===== config.mk =====
export PLATFORM = sky130hd
export DESIGN_NAME = rtc_alarm_top
export DESIGN_NICKNAME = d
export VERILOG_FILES = /design/src/rtc_alarm_pkg.sv /design/src/rtc_alarm_top.sv /design/src/rtc_second_timer.sv
export SDC_FILE = /design/constraint.sdc
export NUM_CORES = 1
export LEC_CHECK = 0
export BUFFER_PORTS_ARGS = -buffer_cell sky130_fd_sc_hd__buf_2
export CAP_MARGIN = 20
export CORE_MARGIN = 4
export CORE_UTILIZATION = 54
export DETAILED_ROUTE_END_ITERATION = 10
export PLACE_DENSITY = 0.7
export SLEW_MARGIN = 20
export SYNTH_ARGS = -nofsm -noshare
export SYNTH_HDL_FRONTEND = slang
export SYNTH_SLANG_ARGS = --single-unit

===== constraint.sdc =====
create_clock -name hclk -period 4.5 [get_ports hclk]
set_input_delay 1.125 -clock hclk [delete_from_list [all_inputs] [get_ports hclk]]
set_output_delay 1.125 -clock hclk [all_outputs]
set_load 0.005 [all_outputs]

===== src/rtc_alarm_pkg.sv =====
// Package: register map, field layout and timing constants of the RTC alarm block
package rtc_alarm_pkg;
    // Register indices, byte address is four times the index
    localparam logic [7:0] IDX_CAL_SEC    = 8'h6f;
    localparam logic [7:0] IDX_CAL_MIN    = 8'h70;
    localparam logic [7:0] IDX_CAL_HOUR   = 8'h71;
    localparam logic [7:0] IDX_CAL_DAY    = 8'h72;
    localparam logic [7:0] IDX_CAL_MONTH  = 8'h73;
    localparam logic [7:0] IDX_CAL_YEAR   = 8'h74;
    localparam logic [7:0] IDX_ALM_MIN    = 8'h75;
    localparam logic [7:0] IDX_ALM_HOUR   = 8'h76;
    localparam logic [7:0] IDX_ALM_DAY    = 8'h77;
    localparam logic [7:0] IDX_ALM_MONTH  = 8'h78;
    localparam logic [7:0] IDX_ALM_YEAR   = 8'h79;
    localparam logic [7:0] IDX_SEC_B0     = 8'h7a;
    localparam logic [7:0] IDX_SEC_B1     = 8'h7b;
    localparam logic [7:0] IDX_SEC_B2     = 8'h7c;
    localparam logic [7:0] IDX_SEC_B3     = 8'h7d;
    localparam logic [7:0] IDX_IRQ_STATUS = 8'h80;
    localparam logic [7:0] IDX_IRQ_MASK   = 8'h81;
    localparam int         ADDR_LSB       = 2;
    localparam int         ADDR_W         = 10;

    // Field positions
    localparam int ALM_SRC_BIT   = 6;
    localparam int TICK_MIN_BIT  = 7;
    localparam int ALM_ON_BIT    = 6;
    localparam int TICK_ON_BIT   = 7;
    localparam int CAL_OK_BIT    = 6;
    localparam int EV_ALARM_BIT  = 0;
    localparam int EV_SECOND_BIT = 1;
    localparam int EV_MINUTE_BIT = 2;
    localparam int EV_W          = 3;

    // Calendar limits and reset values
    localparam logic [5:0] MAX_SEC   = 6'h3b;
    localparam logic [4:0] MAX_HOUR  = 5'h17;
    localparam logic [4:0] MAX_DAY   = 5'h1f;
    localparam logic [3:0] MAX_MONTH = 4'hc;
    localparam logic [5:0] MAX_YEAR  = 6'h3f;
    localparam logic [4:0] RST_DAY   = 5'h01;
    localparam logic [3:0] RST_MONTH = 4'h1;

    // Timing
    localparam int CLK_HZ           = 10_000_000;
    localparam int SNAP_HOLD_MS     = 500;
    localparam int SNAP_HOLD_CYCLES = CLK_HZ / 1000 * SNAP_HOLD_MS;
    localparam int SEC_CYCLES       = CLK_HZ;
endpackage


===== src/rtc_alarm_top.sv =====
// RTC calendar, alarm, tick and seconds counter with AHB-Lite register slave
//
// Design decision made here: the AHB-Lite interface to the registers.
`timescale 1ns/1ps
`default_nettype none
module rtc_alarm_top
    import rtc_alarm_pkg::*;
#(
    parameter int SNAP_CYC = SNAP_HOLD_CYCLES,
    parameter int SEC_CYC  = SEC_CYCLES
) (
    input  wire logic        hclk,
    input  wire logic        hresetn,
    input  wire logic        hsel,
    input  wire logic [31:0] haddr,
    input  wire logic [1:0]  htrans,
    input  wire logic        hwrite,
    input  wire logic [2:0]  hsize,
    input  wire logic [31:0] hwdata,
    input  wire logic        hready,
    output logic [31:0]      hrdata,
    output logic             hreadyout,
    output logic             hresp,
    output logic             irq
);
    // Address phase capture
    logic       wr_pend_reg;
    logic       wr_pend_next;
    logic [7:0] wr_idx_reg;
    logic [7:0] wr_idx_next;
    logic [31:0] rdata_reg;
    logic [31:0] rdata_next;
    logic       rd_take;
    logic       addr_take;
    logic [7:0] a_idx;
    logic       a_ok;

    // Calendar state: running, staged, snapshot
    logic [5:0] sec_reg, min_reg, year_reg;
    logic [4:0] hour_reg, day_reg;
    logic [3:0] mon_reg;
    logic [5:0] sec_next, min_next, year_next;
    logic [4:0] hour_next, day_next;
    logic [3:0] mon_next;
    logic [5:0] st_sec_reg, st_min_reg, st_year_reg;
    logic [4:0] st_hour_reg, st_day_reg;
    logic [3:0] st_mon_reg;
    logic       st_ok_reg, ok_reg;
    logic [5:0] st_sec_next, st_min_next, st_year_next;
    logic [4:0] st_hour_next, st_day_next;
    logic [3:0] st_mon_next;
    logic       st_ok_next, ok_next;
    logic [39:0] cal_snap_reg, cal_snap_next;
    logic [31:0] cal_hold_reg, cal_hold_next;

    // Alarm staged and committed
    logic [7:0] am_reg, ah_reg, ad_reg, amo_reg, ay_reg;
    logic [7:0] am_next, ah_next, ad_next, amo_next, ay_next;
    logic [7:0] cm_reg, ch_reg, cd_reg, cmo_reg, cy_reg;
    logic [7:0] cm_next, ch_next, cd_next, cmo_next, cy_next;

    // Seconds counter and snapshot
    logic [31:0] cnt_reg, cnt_next;
    logic [31:0] cnt_snap_reg, cnt_snap_next;
    logic [31:0] cnt_hold_reg, cnt_hold_next;

    // Interrupt status and mask
    logic [EV_W-1:0] stat_reg, stat_next;
    logic [EV_W-1:0] mask_reg, mask_next;
    logic [EV_W-1:0] events;

    logic sec_pulse, min_pulse, cal_load, alarm_hit, alarm_arm_reg, alarm_arm_next;
    logic [7:0] wb;

    function automatic logic [7:0] rd_mux(input logic [7:0] idx, input logic [39:0] cs,
                                          input logic [31:0] sn);
        logic [7:0] v;
        v = 8'h0;
        case (idx)
            IDX_CAL_SEC:   v = cs[7:0];
            IDX_CAL_MIN:   v = cs[15:8];
            IDX_CAL_HOUR:  v = cs[23:16];
            IDX_CAL_DAY:   v = cs[31:24];
            IDX_CAL_MONTH: v = cs[39:32];
            IDX_SEC_B0:    v = sn[7:0];
            IDX_SEC_B1:    v = sn[15:8];
            IDX_SEC_B2:    v = sn[23:16];
            IDX_SEC_B3:    v = sn[31:24];
            default:       v = 8'h0;
        endcase
        return v;
    endfunction

    rtc_second_timer #(
        .SEC_CYC(SEC_CYC)
    ) u_timer (
        .hclk     (hclk),
        .hresetn  (hresetn),
        .restart  (cal_load),
        .sec_pulse(sec_pulse),
        .min_pulse(min_pulse)
    );

    assign addr_take = hsel && hready && htrans[1];
    assign a_idx     = haddr[ADDR_LSB +: 8];
    assign a_ok      = (haddr[31:ADDR_W] == '0);
    assign rd_take   = addr_take && !hwrite && a_ok;
    assign wb        = hwdata[7:0];
    assign cal_load  = wr_pend_reg && (wr_idx_reg == IDX_CAL_YEAR);

    assign alarm_hit = (sec_reg == 6'h0) && (min_reg == cm_reg[5:0])
                     && (hour_reg == ch_reg[4:0]) && (day_reg == cd_reg[4:0])
                     && (mon_reg == cmo_reg[3:0]) && (year_reg == cy_reg[5:0]);

    always_comb begin
        events = '0;
        events[EV_ALARM_BIT] = cy_reg[ALM_ON_BIT] && cm_reg[ALM_SRC_BIT]
                               && alarm_hit && alarm_arm_reg;
        events[EV_SECOND_BIT] = cy_reg[TICK_ON_BIT] && !cm_reg[ALM_SRC_BIT]
                                && !cm_reg[TICK_MIN_BIT] && sec_pulse;
        events[EV_MINUTE_BIT] = cy_reg[TICK_ON_BIT] && !cm_reg[ALM_SRC_BIT]
                                && cm_reg[TICK_MIN_BIT] && min_pulse;
    end

    // Bus slave, write staging and register next values except the running calendar and seconds counter
    always_comb begin
        wr_pend_next = addr_take && hwrite && a_ok;
        wr_idx_next  = a_idx;
        rdata_next   = rdata_reg;
        {st_sec_next, st_min_next, st_hour_next} = {st_sec_reg, st_min_reg, st_hour_reg};
        {st_day_next, st_mon_next, st_year_next} = {st_day_reg, st_mon_reg, st_year_reg};
        st_ok_next   = st_ok_reg;
        {am_next, ah_next, ad_next, amo_next, ay_next} = {am_reg, ah_reg, ad_reg, amo_reg, ay_reg};
        {cm_next, ch_next, cd_next, cmo_next, cy_next} = {cm_reg, ch_reg, cd_reg, cmo_reg, cy_reg};
        mask_next    = mask_reg;
        stat_next    = stat_reg | events;
        cal_snap_next = cal_snap_reg;
        cal_hold_next = (cal_hold_reg != 32'h0) ? cal_hold_reg - 32'h1 : 32'h0;
        cnt_snap_next = cnt_snap_reg;
        cnt_hold_next = (cnt_hold_reg != 32'h0) ? cnt_hold_reg - 32'h1 : 32'h0;
        alarm_arm_next = alarm_hit ? 1'b0 : 1'b1;
        if (rd_take) begin
            rdata_next = {24'h0, rd_mux(a_idx, cal_snap_reg, cnt_snap_reg)};
            if (a_idx == IDX_CAL_SEC) begin
                if (cal_hold_reg == 32'h0) begin
                    cal_snap_next = {4'h0, mon_reg, 3'h0, day_reg, 3'h0, hour_reg,
                                     2'h0, min_reg, 1'b0, ok_reg, sec_reg};
                    cal_hold_next = 32'(SNAP_CYC);
                    rdata_next = {24'h0, 1'b0, ok_reg, sec_reg};
                end
            end else if (a_idx == IDX_CAL_YEAR) begin
                rdata_next = {26'h0, year_reg};
            end else if (a_idx == IDX_SEC_B0 && cnt_hold_reg == 32'h0) begin
                cnt_snap_next = cnt_reg;
                cnt_hold_next = 32'(SNAP_CYC);
                rdata_next = {24'h0, cnt_reg[7:0]};
            end else if (a_idx == IDX_ALM_MIN) begin
                rdata_next = {24'h0, am_reg};
            end else if (a_idx == IDX_ALM_HOUR) begin
                rdata_next = {24'h0, 3'h0, ah_reg[4:0]};
            end else if (a_idx == IDX_ALM_DAY) begin
                rdata_next = {24'h0, 3'h0, ad_reg[4:0]};
            end else if (a_idx == IDX_ALM_MONTH) begin
                rdata_next = {24'h0, 4'h0, amo_reg[3:0]};
            end else if (a_idx == IDX_ALM_YEAR) begin
                rdata_next = {24'h0, ay_reg};
            end else if (a_idx == IDX_IRQ_STATUS) begin
                rdata_next = {29'h0, stat_reg};
            end else if (a_idx == IDX_IRQ_MASK) begin
                rdata_next = {29'h0, mask_reg};
            end
        end else if (addr_take) begin
            rdata_next = 32'h0;
        end
        if (wr_pend_reg) begin
            case (wr_idx_reg)
                IDX_CAL_SEC: begin
                    st_sec_next = wb[5:0];
                    st_ok_next  = wb[CAL_OK_BIT];
                end
                IDX_CAL_MIN:    st_min_next  = wb[5:0];
                IDX_CAL_HOUR:   st_hour_next = wb[4:0];
                IDX_CAL_DAY:    st_day_next  = wb[4:0];
                IDX_CAL_MONTH:  st_mon_next  = wb[3:0];
                IDX_CAL_YEAR:   st_year_next = wb[5:0];
                IDX_ALM_MIN:    am_next  = wb;
                IDX_ALM_HOUR:   ah_next  = {3'h0, wb[4:0]};
                IDX_ALM_DAY:    ad_next  = {3'h0, wb[4:0]};
                IDX_ALM_MONTH:  amo_next = {4'h0, wb[3:0]};
                IDX_ALM_YEAR: begin
                    ay_next  = wb;
                    cm_next  = am_reg;
                    ch_next  = ah_reg;
                    cd_next  = ad_reg;
                    cmo_next = amo_reg;
                    cy_next  = wb;
                end
                IDX_IRQ_STATUS: stat_next = (stat_reg & ~wb[EV_W-1:0]) | events;
                IDX_IRQ_MASK:   mask_next = wb[EV_W-1:0];
                default: ;
            endcase
        end
    end

    // Running calendar and seconds counter
    always_comb begin
        {sec_next, min_next, hour_next} = {sec_reg, min_reg, hour_reg};
        {day_next, mon_next, year_next} = {day_reg, mon_reg, year_reg};
        ok_next  = ok_reg;
        cnt_next = sec_pulse ? cnt_reg + 32'h1 : cnt_reg;
        if (cal_load) begin
            {sec_next, min_next, hour_next} = {st_sec_reg, st_min_reg, st_hour_reg};
            {day_next, mon_next} = {st_day_reg, st_mon_reg};
            year_next = wb[5:0];
            ok_next   = st_ok_reg;
        end else if (sec_pulse) begin
            sec_next = (sec_reg == MAX_SEC) ? 6'h0 : sec_reg + 6'h1;
            if (sec_reg == MAX_SEC) begin
                min_next = (min_reg == MAX_SEC) ? 6'h0 : min_reg + 6'h1;
                if (min_reg == MAX_SEC) begin
                    hour_next = (hour_reg == MAX_HOUR) ? 5'h0 : hour_reg + 5'h1;
                    if (hour_reg == MAX_HOUR) begin
                        day_next = (day_reg == MAX_DAY) ? RST_DAY : day_reg + 5'h1;
                        if (day_reg == MAX_DAY) begin
                            mon_next = (mon_reg == MAX_MONTH) ? RST_MONTH : mon_reg + 4'h1;
                            if (mon_reg == MAX_MONTH) begin
                                year_next = year_reg + 6'h1;
                            end
                        end
                    end
                end
            end
        end
    end

    always_ff @(posedge hclk or negedge hresetn) begin
        if (!hresetn) begin
            wr_pend_reg <= 1'b0;
            wr_idx_reg  <= 8'h0;
            rdata_reg   <= 32'h0;
            {sec_reg, min_reg, hour_reg, year_reg} <= '0;
            day_reg <= RST_DAY;
            mon_reg <= RST_MONTH;
            ok_reg  <= 1'b0;
            {st_sec_reg, st_min_reg, st_hour_reg, st_year_reg, st_ok_reg} <= '0;
            st_day_reg <= RST_DAY;
            st_mon_reg <= RST_MONTH;
            {am_reg, ah_reg, ad_reg, amo_reg, ay_reg} <= '0;
            {cm_reg, ch_reg, cd_reg, cmo_reg, cy_reg} <= '0;
            cal_snap_reg <= '0;
            cal_hold_reg <= 32'h0;
            cnt_reg      <= 32'h0;
            cnt_snap_reg <= 32'h0;
            cnt_hold_reg <= 32'h0;
            stat_reg     <= '0;
            mask_reg     <= '0;
            alarm_arm_reg <= 1'b1;
        end else begin
            wr_pend_reg <= wr_pend_next;
            wr_idx_reg  <= wr_idx_next;
            rdata_reg   <= rdata_next;
            {sec_reg, min_reg, hour_reg} <= {sec_next, min_next, hour_next};
            {day_reg, mon_reg, year_reg} <= {day_next, mon_next, year_next};
            ok_reg <= ok_next;
            {st_sec_reg, st_min_reg, st_hour_reg} <= {st_sec_next, st_min_next, st_hour_next};
            {st_day_reg, st_mon_reg, st_year_reg} <= {st_day_next, st_mon_next, st_year_next};
            st_ok_reg <= st_ok_next;
            {am_reg, ah_reg, ad_reg, amo_reg, ay_reg} <= {am_next, ah_next, ad_next, amo_next,
                                                          ay_next};
            {cm_reg, ch_reg, cd_reg, cmo_reg, cy_reg} <= {cm_next, ch_next, cd_next, cmo_next,
                                                          cy_next};
            cal_snap_reg <= cal_snap_next;
            cal_hold_reg <= cal_hold_next;
            cnt_reg      <= cnt_next;
            cnt_snap_reg <= cnt_snap_next;
            cnt_hold_reg <= cnt_hold_next;
            stat_reg     <= stat_next;
            mask_reg     <= mask_next;
            alarm_arm_reg <= alarm_arm_next;
        end
    end

    assign hrdata    = rdata_reg;
    assign hreadyout = 1'b1;
    assign hresp     = 1'b0;
    assign irq       = |(stat_reg & mask_reg);
endmodule
`default_nettype wire


===== src/rtc_second_timer.sv =====
// Divider producing one-cycle pulses per second and per minute
`timescale 1ns/1ps
`default_nettype none
module rtc_second_timer
    import rtc_alarm_pkg::*;
#(
    parameter int SEC_CYC = SEC_CYCLES
) (
    input  wire logic hclk,
    input  wire logic hresetn,
    input  wire logic restart,
    output logic      sec_pulse,
    output logic      min_pulse
);
    logic [31:0] div_reg;
    logic [31:0] div_next;
    logic [5:0]  sub_reg;
    logic [5:0]  sub_next;
    logic        wrap;

    assign wrap = (div_reg == 32'(SEC_CYC - 1));

    always_comb begin
        div_next = wrap ? 32'h0 : div_reg + 32'h1;
        sub_next = sub_reg;
        if (wrap) begin
            sub_next = (sub_reg == MAX_SEC) ? 6'h0 : sub_reg + 6'h1;
        end
        if (restart) begin
            div_next = 32'h0;
            sub_next = 6'h0;
        end
    end

    always_ff @(posedge hclk or negedge hresetn) begin
        if (!hresetn) begin
            div_reg <= 32'h0;
            sub_reg <= 6'h0;
        end else begin
            div_reg <= div_next;
            sub_reg <= sub_next;
        end
    end

    assign sec_pulse = wrap && !restart;
    assign min_pulse = wrap && !restart && (sub_reg == MAX_SEC);
endmodule
`default_nettype wire


# Yosys cells after proc, flatten, opt, wreduce, memory -nomap -nowiden
# Index checks and enable logic that the tools add are counted.
# classes
eq_ne,42
reduce_logical,60
bitwise,7
n_mux,63
addsub,11
# op_table
operator,n
32-bit 2-to-1 mux,14
8-bit by 7-bit equality test with 1-bit output (second input constant),26
6-bit 2-to-1 mux,17
8-bit 2-to-1 mux,10
8-bit case mux with 9 select lines,1
32-bit by 1-bit adder with 32-bit output (second input constant),2
32-bit logical NOT,2
32-bit nonzero test,2
32-bit by 1-bit subtractor with 32-bit output (second input constant),2
5-bit 2-to-1 mux,11
32-bit by 24-bit equality test with 1-bit output (second input constant),1
8-bit equality test (second input constant),4
4-bit 2-to-1 mux,7
6-bit by 1-bit adder with 6-bit output (second input constant),4
2-bit AND reduction,12
1-bit logical AND,23
22-bit logical NOT,1
6-bit equality test (second input constant),3
2-bit nonzero test,8
6-bit equality test,2
5-bit by 1-bit adder with 5-bit output (second input constant),2
5-bit equality test,2
5-bit equality test (second input constant),2
4-bit AND reduction,2
other kinds (15),23
# totals
reg_bits,353
output_inout_bits,35

# Longest topological paths before layout
# Gate-level depths: netlist (run 1).
# logic_depth
depth_word,13
ltp_mapped,10
depth_no_buf,9

# Hierarchy
# A second synthesis (run 1) with hierarchy kept.
# unflattened
hier_cells,1605
area_unflattened_um2,16869.9
# modules_own_cells
mod,instances,seq_area_each_um2,cells_each,area_per_inst_um2
rtc_alarm_top,1,7288.2,1366,14691.6
rtc_second_timer,1,950.9,239,2178.3

# Worst setup path before layout (run 1)
# Ideal clock, no wire load.
# synth_timing
path_type,input port to flip-flop
from,input port haddr[9]
to,"register rdata_reg[3], in the netlist hrdata[3]"
setup_slack_ps,1530
stages,7
arrival_time_ps,2823
setup_ps,147
n_path_buf,1
path_cell_list,nand4b_1 clkbuf_1 nor3_1 mux2_2 a221o_1 nor4_1 a311oi_1
# synth_between
elab_chain_len,13
elab_cells_between_ends,31
# synth_rtl
element,line,source
from (decl),rtc_alarm_top.sv:15,"input wire logic [31:0] haddr,"
8-bit by 7-bit equality test with 1-bit output (on tied branches),"rtc_alarm_top.sv:79, rtc_alarm_top.sv:144, rtc_alarm_top.sv:153",
8-bit case mux with 9 select lines,rtc_alarm_top.sv:79,case (idx)
8-bit 2-to-1 mux,rtc_alarm_top.sv:169,end else if (a_idx == IDX_IRQ_MASK) begin
8-bit 2-to-1 mux,rtc_alarm_top.sv:167,end else if (a_idx == IDX_IRQ_STATUS) begin
8-bit 2-to-1 mux,rtc_alarm_top.sv:165,end else if (a_idx == IDX_ALM_YEAR) begin
8-bit 2-to-1 mux,rtc_alarm_top.sv:163,end else if (a_idx == IDX_ALM_MONTH) begin
8-bit 2-to-1 mux,rtc_alarm_top.sv:161,end else if (a_idx == IDX_ALM_DAY) begin
8-bit 2-to-1 mux,rtc_alarm_top.sv:159,end else if (a_idx == IDX_ALM_HOUR) begin
8-bit 2-to-1 mux,rtc_alarm_top.sv:157,end else if (a_idx == IDX_ALM_MIN) begin
8-bit 2-to-1 mux,rtc_alarm_top.sv:153,end else if (a_idx == IDX_SEC_B0 && cnt_hold_reg == 32'h0) begin
8-bit 2-to-1 mux,rtc_alarm_top.sv:151,end else if (a_idx == IDX_CAL_YEAR) begin
32-bit 2-to-1 mux (*),rtc_alarm_top.sv:144,if (a_idx == IDX_CAL_SEC) begin
32-bit 2-to-1 mux (*),rtc_alarm_top.sv:142,if (rd_take) begin
to (signal assigned),rtc_alarm_top.sv:261,rdata_reg <= rdata_next;
to (decl),rtc_alarm_top.sv:31,logic [31:0] rdata_reg;
# Every way passes the cells marked *; elsewhere a longest branch is shown, timed or not.
# A chain may end at the register's enable or synchronous reset.

# Worst setup path after layout (run 1)
# Same ends and word-level chain as after synthesis.

==> results of run 1 <==
==> worst paths after layout <==
path,startpoint,slack [ps],to
max,haddr[9],1270,hrdata[3]
min,st_ok_reg,470,ok_reg
max reg2reg,cal_hold_reg[0],1470,cal_hold_reg[30]
min reg2reg,st_ok_reg,470,ok_reg
max in group asynchronous,hresetn,2810,hour_reg[0]
min in group asynchronous,hresetn,480,hrdata[0]
==> cell type report <==
type | count | area [um^2] | share of cell area (%)
inverters | 23 | 86.3 | 0.480
flip-flops and latches | 329 | 8240 | 45.8
clock inverters | 10 | 109 | 0.605
multi-input cells | 1123 | 7400 | 41.2
repair buffers | 78 | 510 | 2.84
well taps | 384 | 480 | 2.67
clock buffers | 57 | 1160 | 6.47
==> report_power, final <==
| part | leakage (nW) | switching, mW | internal, mW |
|---|---|---|---|
| Combinational | 3.35 | 0.124 | 0.0446 |
| Clock | 0.627 | 1.19 | 1.90 |
| Sequential | 4.26 | 0.0117 | 2.97 |
| Total | 8.24 | 1.32 | 4.91 |
==> Yosys cell counts (5+ instances only) <==
cell	number	area share [%]
nand3_1	57	1.8
nor2_1	151	3.5
nand3b_1	5	0.23
dfstp_2	5	0.82
mux2_2	121	8.5
and2_1	8	0.31
a32oi_1	5	0.27
buf_4	26	1.2
nor3b_1	5	0.23
or3_1	21	0.82
a31oi_1	15	0.59
nor4_1	31	1.2
nand2b_1	6	0.23
a22oi_1	9	0.42
nor2b_1	18	0.70
xor2_1	60	3.3
or4_1	7	0.33
a21oi_1	32	1.0
buf_2	6	0.19
nor4b_1	5	0.27
inv_1	23	0.54
nand2_1	139	3.3
xnor2_1	83	4.5
mux2i_1	11	0.69
nand4_1	28	1.1
nor3_1	47	1.5
clkbuf_1	45	1.1
o31ai_1	7	0.33
o21ai_0	98	3.1
and4_1	12	0.66
and3_1	28	1.1
dfrtp_1	324	51
ha_1	16	1.2
==> cells by family (layout without fill, tap and decap cells) <==
group	after synthesis	after routing	share of synthesized area [%]
and+or+nand+nor	591	591	18.6
buffers and inverters	104	168	3.09
other	2	26	0.0469
muxes	138	138	9.82
xor gates and xnor gates	143	143	7.81
adders and majority gates	16	16	1.25
AOI/OAI and AO/OA	209	209	7.97
DFF	329	329	51.4
==> stage by stage <==
step / cell area (um^2) / worst slack (ps)
after CTS: 18000 / 1350
after detailed placement: 16700 / 811
final: 18000 / 1270
after global placement: 16700 / 794
after global routing: 18000 / 1190
after floorplan: 16100 / 1530
==> cell usage in the layout (no fill, tap or decap), types with 30 or more instances in the layout <==
cell       netlist  layout
a21oi_1         32      32
nand3_1         57      57
o21ai_0         98      98
clkbuf_16        0      39
buf_2            6      51
nor4_1          31      30
xor2_1          60      60
xnor2_1         83      83
nor2_1         151     151
nor3_1          47      47
dfrtp_1        324     324
nand2_1        139     139
mux2_2         121     121
==> worst max-delay path, cell delays in order <==
cell and delay, ps:
buf_2 120, nand4b_1 490, nor3_1 810, mux2_2 450, a221o_1 350, nor4_1 190, a311oi_1 70
==> per-layer routing <==
metal  share of wire (%)  GRT usage (%)
met1                  46           36.2
met2                  45           36.3
met3                 6.9           4.36
met4                 2.8           6.75
met5               0.048              0
==> impl_results.md, run 1 <==
* Placed instance count at 1,936
* Final setup viols at 0
* Grt total ovfl at 0
* Final clock skew at 14.1 ps
* Number of global-route vias before repair at approximately 12,000
* Worst-margin pin slew at 1030 ps
* Number of diodes at 0
* Layout net count at ~1,700
* Clock Latency Late Sink at 520 ps
* Fmax at 310 MHz
* Min-delay worst type: flop to flop
* # port buffers at 52
* Kind of critical path: input port to flop
* Largest net degree at the start of global routing at 131
* Fin crit share at 71.8%
* Peak supply drop at approximately 0.00024 V
* ANT nets after route at 0
* Num ports at roughly 110
* Detailed placement HPWL at 27,800 um
* Total number of vias at 11,800
* Hold Vio Cnt, Final at 0
* Status: complete, no violations
* Leakage at 8.24 nW
* CTS Sinks at 329
* Layout Cells excl Fill at 2,004
* Register area share after synthesis at roughly half
* Slew Viols, Final at 0
* Row cnt at 62
* DRC Markers at 0
* Clock slew at reported path FFs at roughly 60 ps
* All-Layer GR Usage at 24.1%
* Width of the die at between 150 and 200 um
* Mean post-synth cell area at roughly 10 um^2
* Hold_buf cts at 0
* Startpoint types: input port
* Slew headroom at a little under a third
* Asr flop ratio synth at 100%
* Routed WL per cell at 19.6 um
* Global-route wire length before repair at 63,600 um
* Top_reg_cell synth: dfrtp_1
* Worst setup EP type: flop
* Worst Path Max Fanout at 12
* Post-synth EDFFs at 0
* Post-Syn Area at 16,000 um^2
* Post-Syn Instances at 1,532
* Die Ht at 180 um
* Layout Area Growth over Synthesis at 12.3%
* Tmin final at 3230 ps
* CTS H-tree depth at 2
* Initial core utilization at 55.2%
* Die Area at 32,500 um^2
* Ys Warns at 0
* Cell Pwr Density at 347 nW/um^2
* CTS tree: yes
* Placer Congestion at 0.924
* Clock root buffer: clkbuf_16
* First drt pass iteration count at 5
* Worst reg2reg path depth at 8
* CTS buffer count at 37
* Final Util at 62.0%
* Tot Pwr at 6.24 mW
* Clk buf depth at 3
* DRT iter0 DRCs at 1,086
* Layout cells sized above 1 at ~18%
* Antenna violations before repair at 1
* Min-Delay Path Depth at 2
* Final wirelength at 39,300 um
* Hold_ws at between 400 and 500 ps
* WP data arrival at 3610 ps
* Cell variety after synth at 75
* Core area at 29,000 um^2
* Synthesized flop and latch total at 329
* Post-cts sizing count at 0
* Postcts setup bufs at 0
* RSZ-0062 raised after global routing: no
* Total negative slack at 0 ps
* Max-Cap Viols at 0
* Worst path required time at 4880 ps
* Number of fill cells at approximately 2,300
* DR vias/cell at 5.88
Note: power is estimated with default switching activity, not from simulation.
==> run 2: changes to the inputs <==
- PLACE_DENSITY: 0.7 -> 0.73
- clock period: 4.5 -> 2.8 ns (I/O delays scaled with it)
==> impl_results.md, run 2 (synthesis gave the netlist of run 1 again) <==
* ANT nets after route at 0
* Kind of critical path: flop to flop
* Placer Congestion at 0.968
* Layout cells sized above 1 at 20.5%
* Slew headroom at 51.9%
* Global-route wire length before repair at 66,400 um
* Cell Pwr Density at 545 nW/um^2
* Number of global-route vias before repair at 12,200
* Routed WL per cell at 19.9 um
* Worst reg2reg path depth at 6
* Post-cts sizing count at 0
* Layout net count at 1,739
* Clock slew at reported path FFs at 60 ps
* Worst path cell trace: or4_4 > or3_4 > nor4_1 > nand4_1 > buf_12 > mux2_1
* Hold Vio Cnt, Final at 0
* Core area at 29,000 um^2
* Final Util at 63.5%
* Row cnt at 62
* Leakage at 8.55 nW
* Fin crit share at 94.8%
* RSZ-0062 raised after global routing: no
* Status: complete, no violations
* Max-Cap Viols at 0
* CTS tree: yes
* CP peak stage delay at 580 ps
* Initial core utilization at between 50 and 60%
* Min-delay worst type: input port to asynchronous set/reset pin
* Clock Latency Late Sink at approximately 520 ps
* Buffers & Inverters on Critical Path at 1
* CTS Sinks at about 330
* Clock root buffer: clkbuf_16
* Clk buf depth at 3
* Worst setup EP type: flop
* Worst Path Max Fanout at 35
* Largest net degree at the start of global routing at 84
* Postcts setup bufs at 0
* Most frequent cells in the layout: dfrtp_1 (324), nor2_1 (151), nand2_1 (139)
* Worst-margin pin slew at 718 ps
* CTS buffer count at 36
* Commonest non-fill, non-tap cell in the layout: dfrtp_1
* Grt total ovfl at 0
* Die Area at ~33,000 um^2
* First drt pass iteration count at 5
* Final wirelength at 41,100 um
* Final setup viols at 0
* Number of fill cells at 2,320
* Tmin final at 2660 ps
* All-Layer GR Usage at 25.3%
* Antenna violations before repair at 1
* Reg2Reg Launch Point: cnt_hold_reg[7]
* Worst path required time at 3190 ps
* Die Ht at 180 um
* Slew Viols, Final at 0
* CTS H-tree depth at 2
* # port buffers at 52
* Number of diodes at 0
* Fmax at 377 MHz
* Num ports at 109
* Width of the die at 180 um
* Layout Area Growth over Synthesis at 15.0%
* CP top delay family: simple AND/OR/NAND/NOR gates
* Peak supply drop at ~0.00044 V
* Max stage delay cell, worst path: or4_4
* WP data arrival at 3050 ps
* Detailed placement HPWL at 29,900 um
* DR vias/cell at 5.89
* Final clock skew at about 12 ps
* DRT iter0 DRCs at 944
* Startpoint types: flop
* Hold_buf cts at 0
* Total negative slack at 0 ps
* Reg-to-reg endpoint: cnt_snap_reg[5]
* R2r setup slk at 140 ps
* DRC Markers at 0
* Total number of vias at 12,100
## run 2: cell types whose count changed in the layout (fill, tap and decap cells not counted), sizes merged
| cell | delta |
|---|---|
| buf | +58 |
| clkbuf | -11 |
| clkinv | +7 |
| bufinv | +3 |
| clkinvlp | -1 |
| inv | +1 |
## run 2: worst max path at each step
stage,cells after the start,start,end,slack (ps)
floorplan,8,cal_hold_reg[0],cal_hold_reg[30],110
global placement,8,haddr[9],hrdata[1],70
detailed placement,8,haddr[9],hrdata[1],60
CTS,6,cnt_hold_reg[7],cnt_snap_reg[5],110
global route,8,cal_hold_reg[0],cal_hold_reg[30],20
finish,6,cnt_hold_reg[7],cnt_snap_reg[5],140
## run 2: metrics by stage
step	setup WS (ps)	total power [mW]	std cells	hold slack [ps]	instance area, um^2
3_5_place_dp	60.6	5.17	1995	460	17200
6_report	145	10.0	2061	166	18400
3_3_place_gp	71.2	5.16	1995	448	17200
4_1_cts	114	10.1	2061	188	18400
2_1_floorplan	113	4.98	1556	404	16100
5_1_grt	21.9	10.4	2061	225	18400
## run 2: power breakdown
group / switching, mW / total [mW] / internal [mW] / leakage, nW
sequential: 0.0193 / 4.79 / 4.77 / 4.26
combinational: 0.202 / 0.285 / 0.0836 / 3.66
clock: 1.95 / 4.97 / 3.02 / 0.623
## run 2: layout make-up
type,instances,area [um^2],share of cell area (%)
multi-input combinational,1123,7400,40.2
inverter,23,86.3,0.468
tap,384,480,2.61
clock buffer,46,1010,5.48
clock inverter,20,235,1.28
timing repair buffer,136,976,5.30
sequential,329,8240,44.7
## run 2: worst reg2reg max path, cell delays in order (launching register included)
cell and delay (ps):
dfrtp_1 400, or4_4 580, or3_4 360, nor4_1 380
nand4_1 240, buf_12 240, mux2_1 340
## run 2: layer usage
metal	GRT usage [%]	routed length, um	vias to the layer above
met5	0	9	-
met4	9.32	1580	2
met3	4.56	2660	103
met2	40.0	19000	390
met1	35.2	17800	6011
li1	-	-	5636
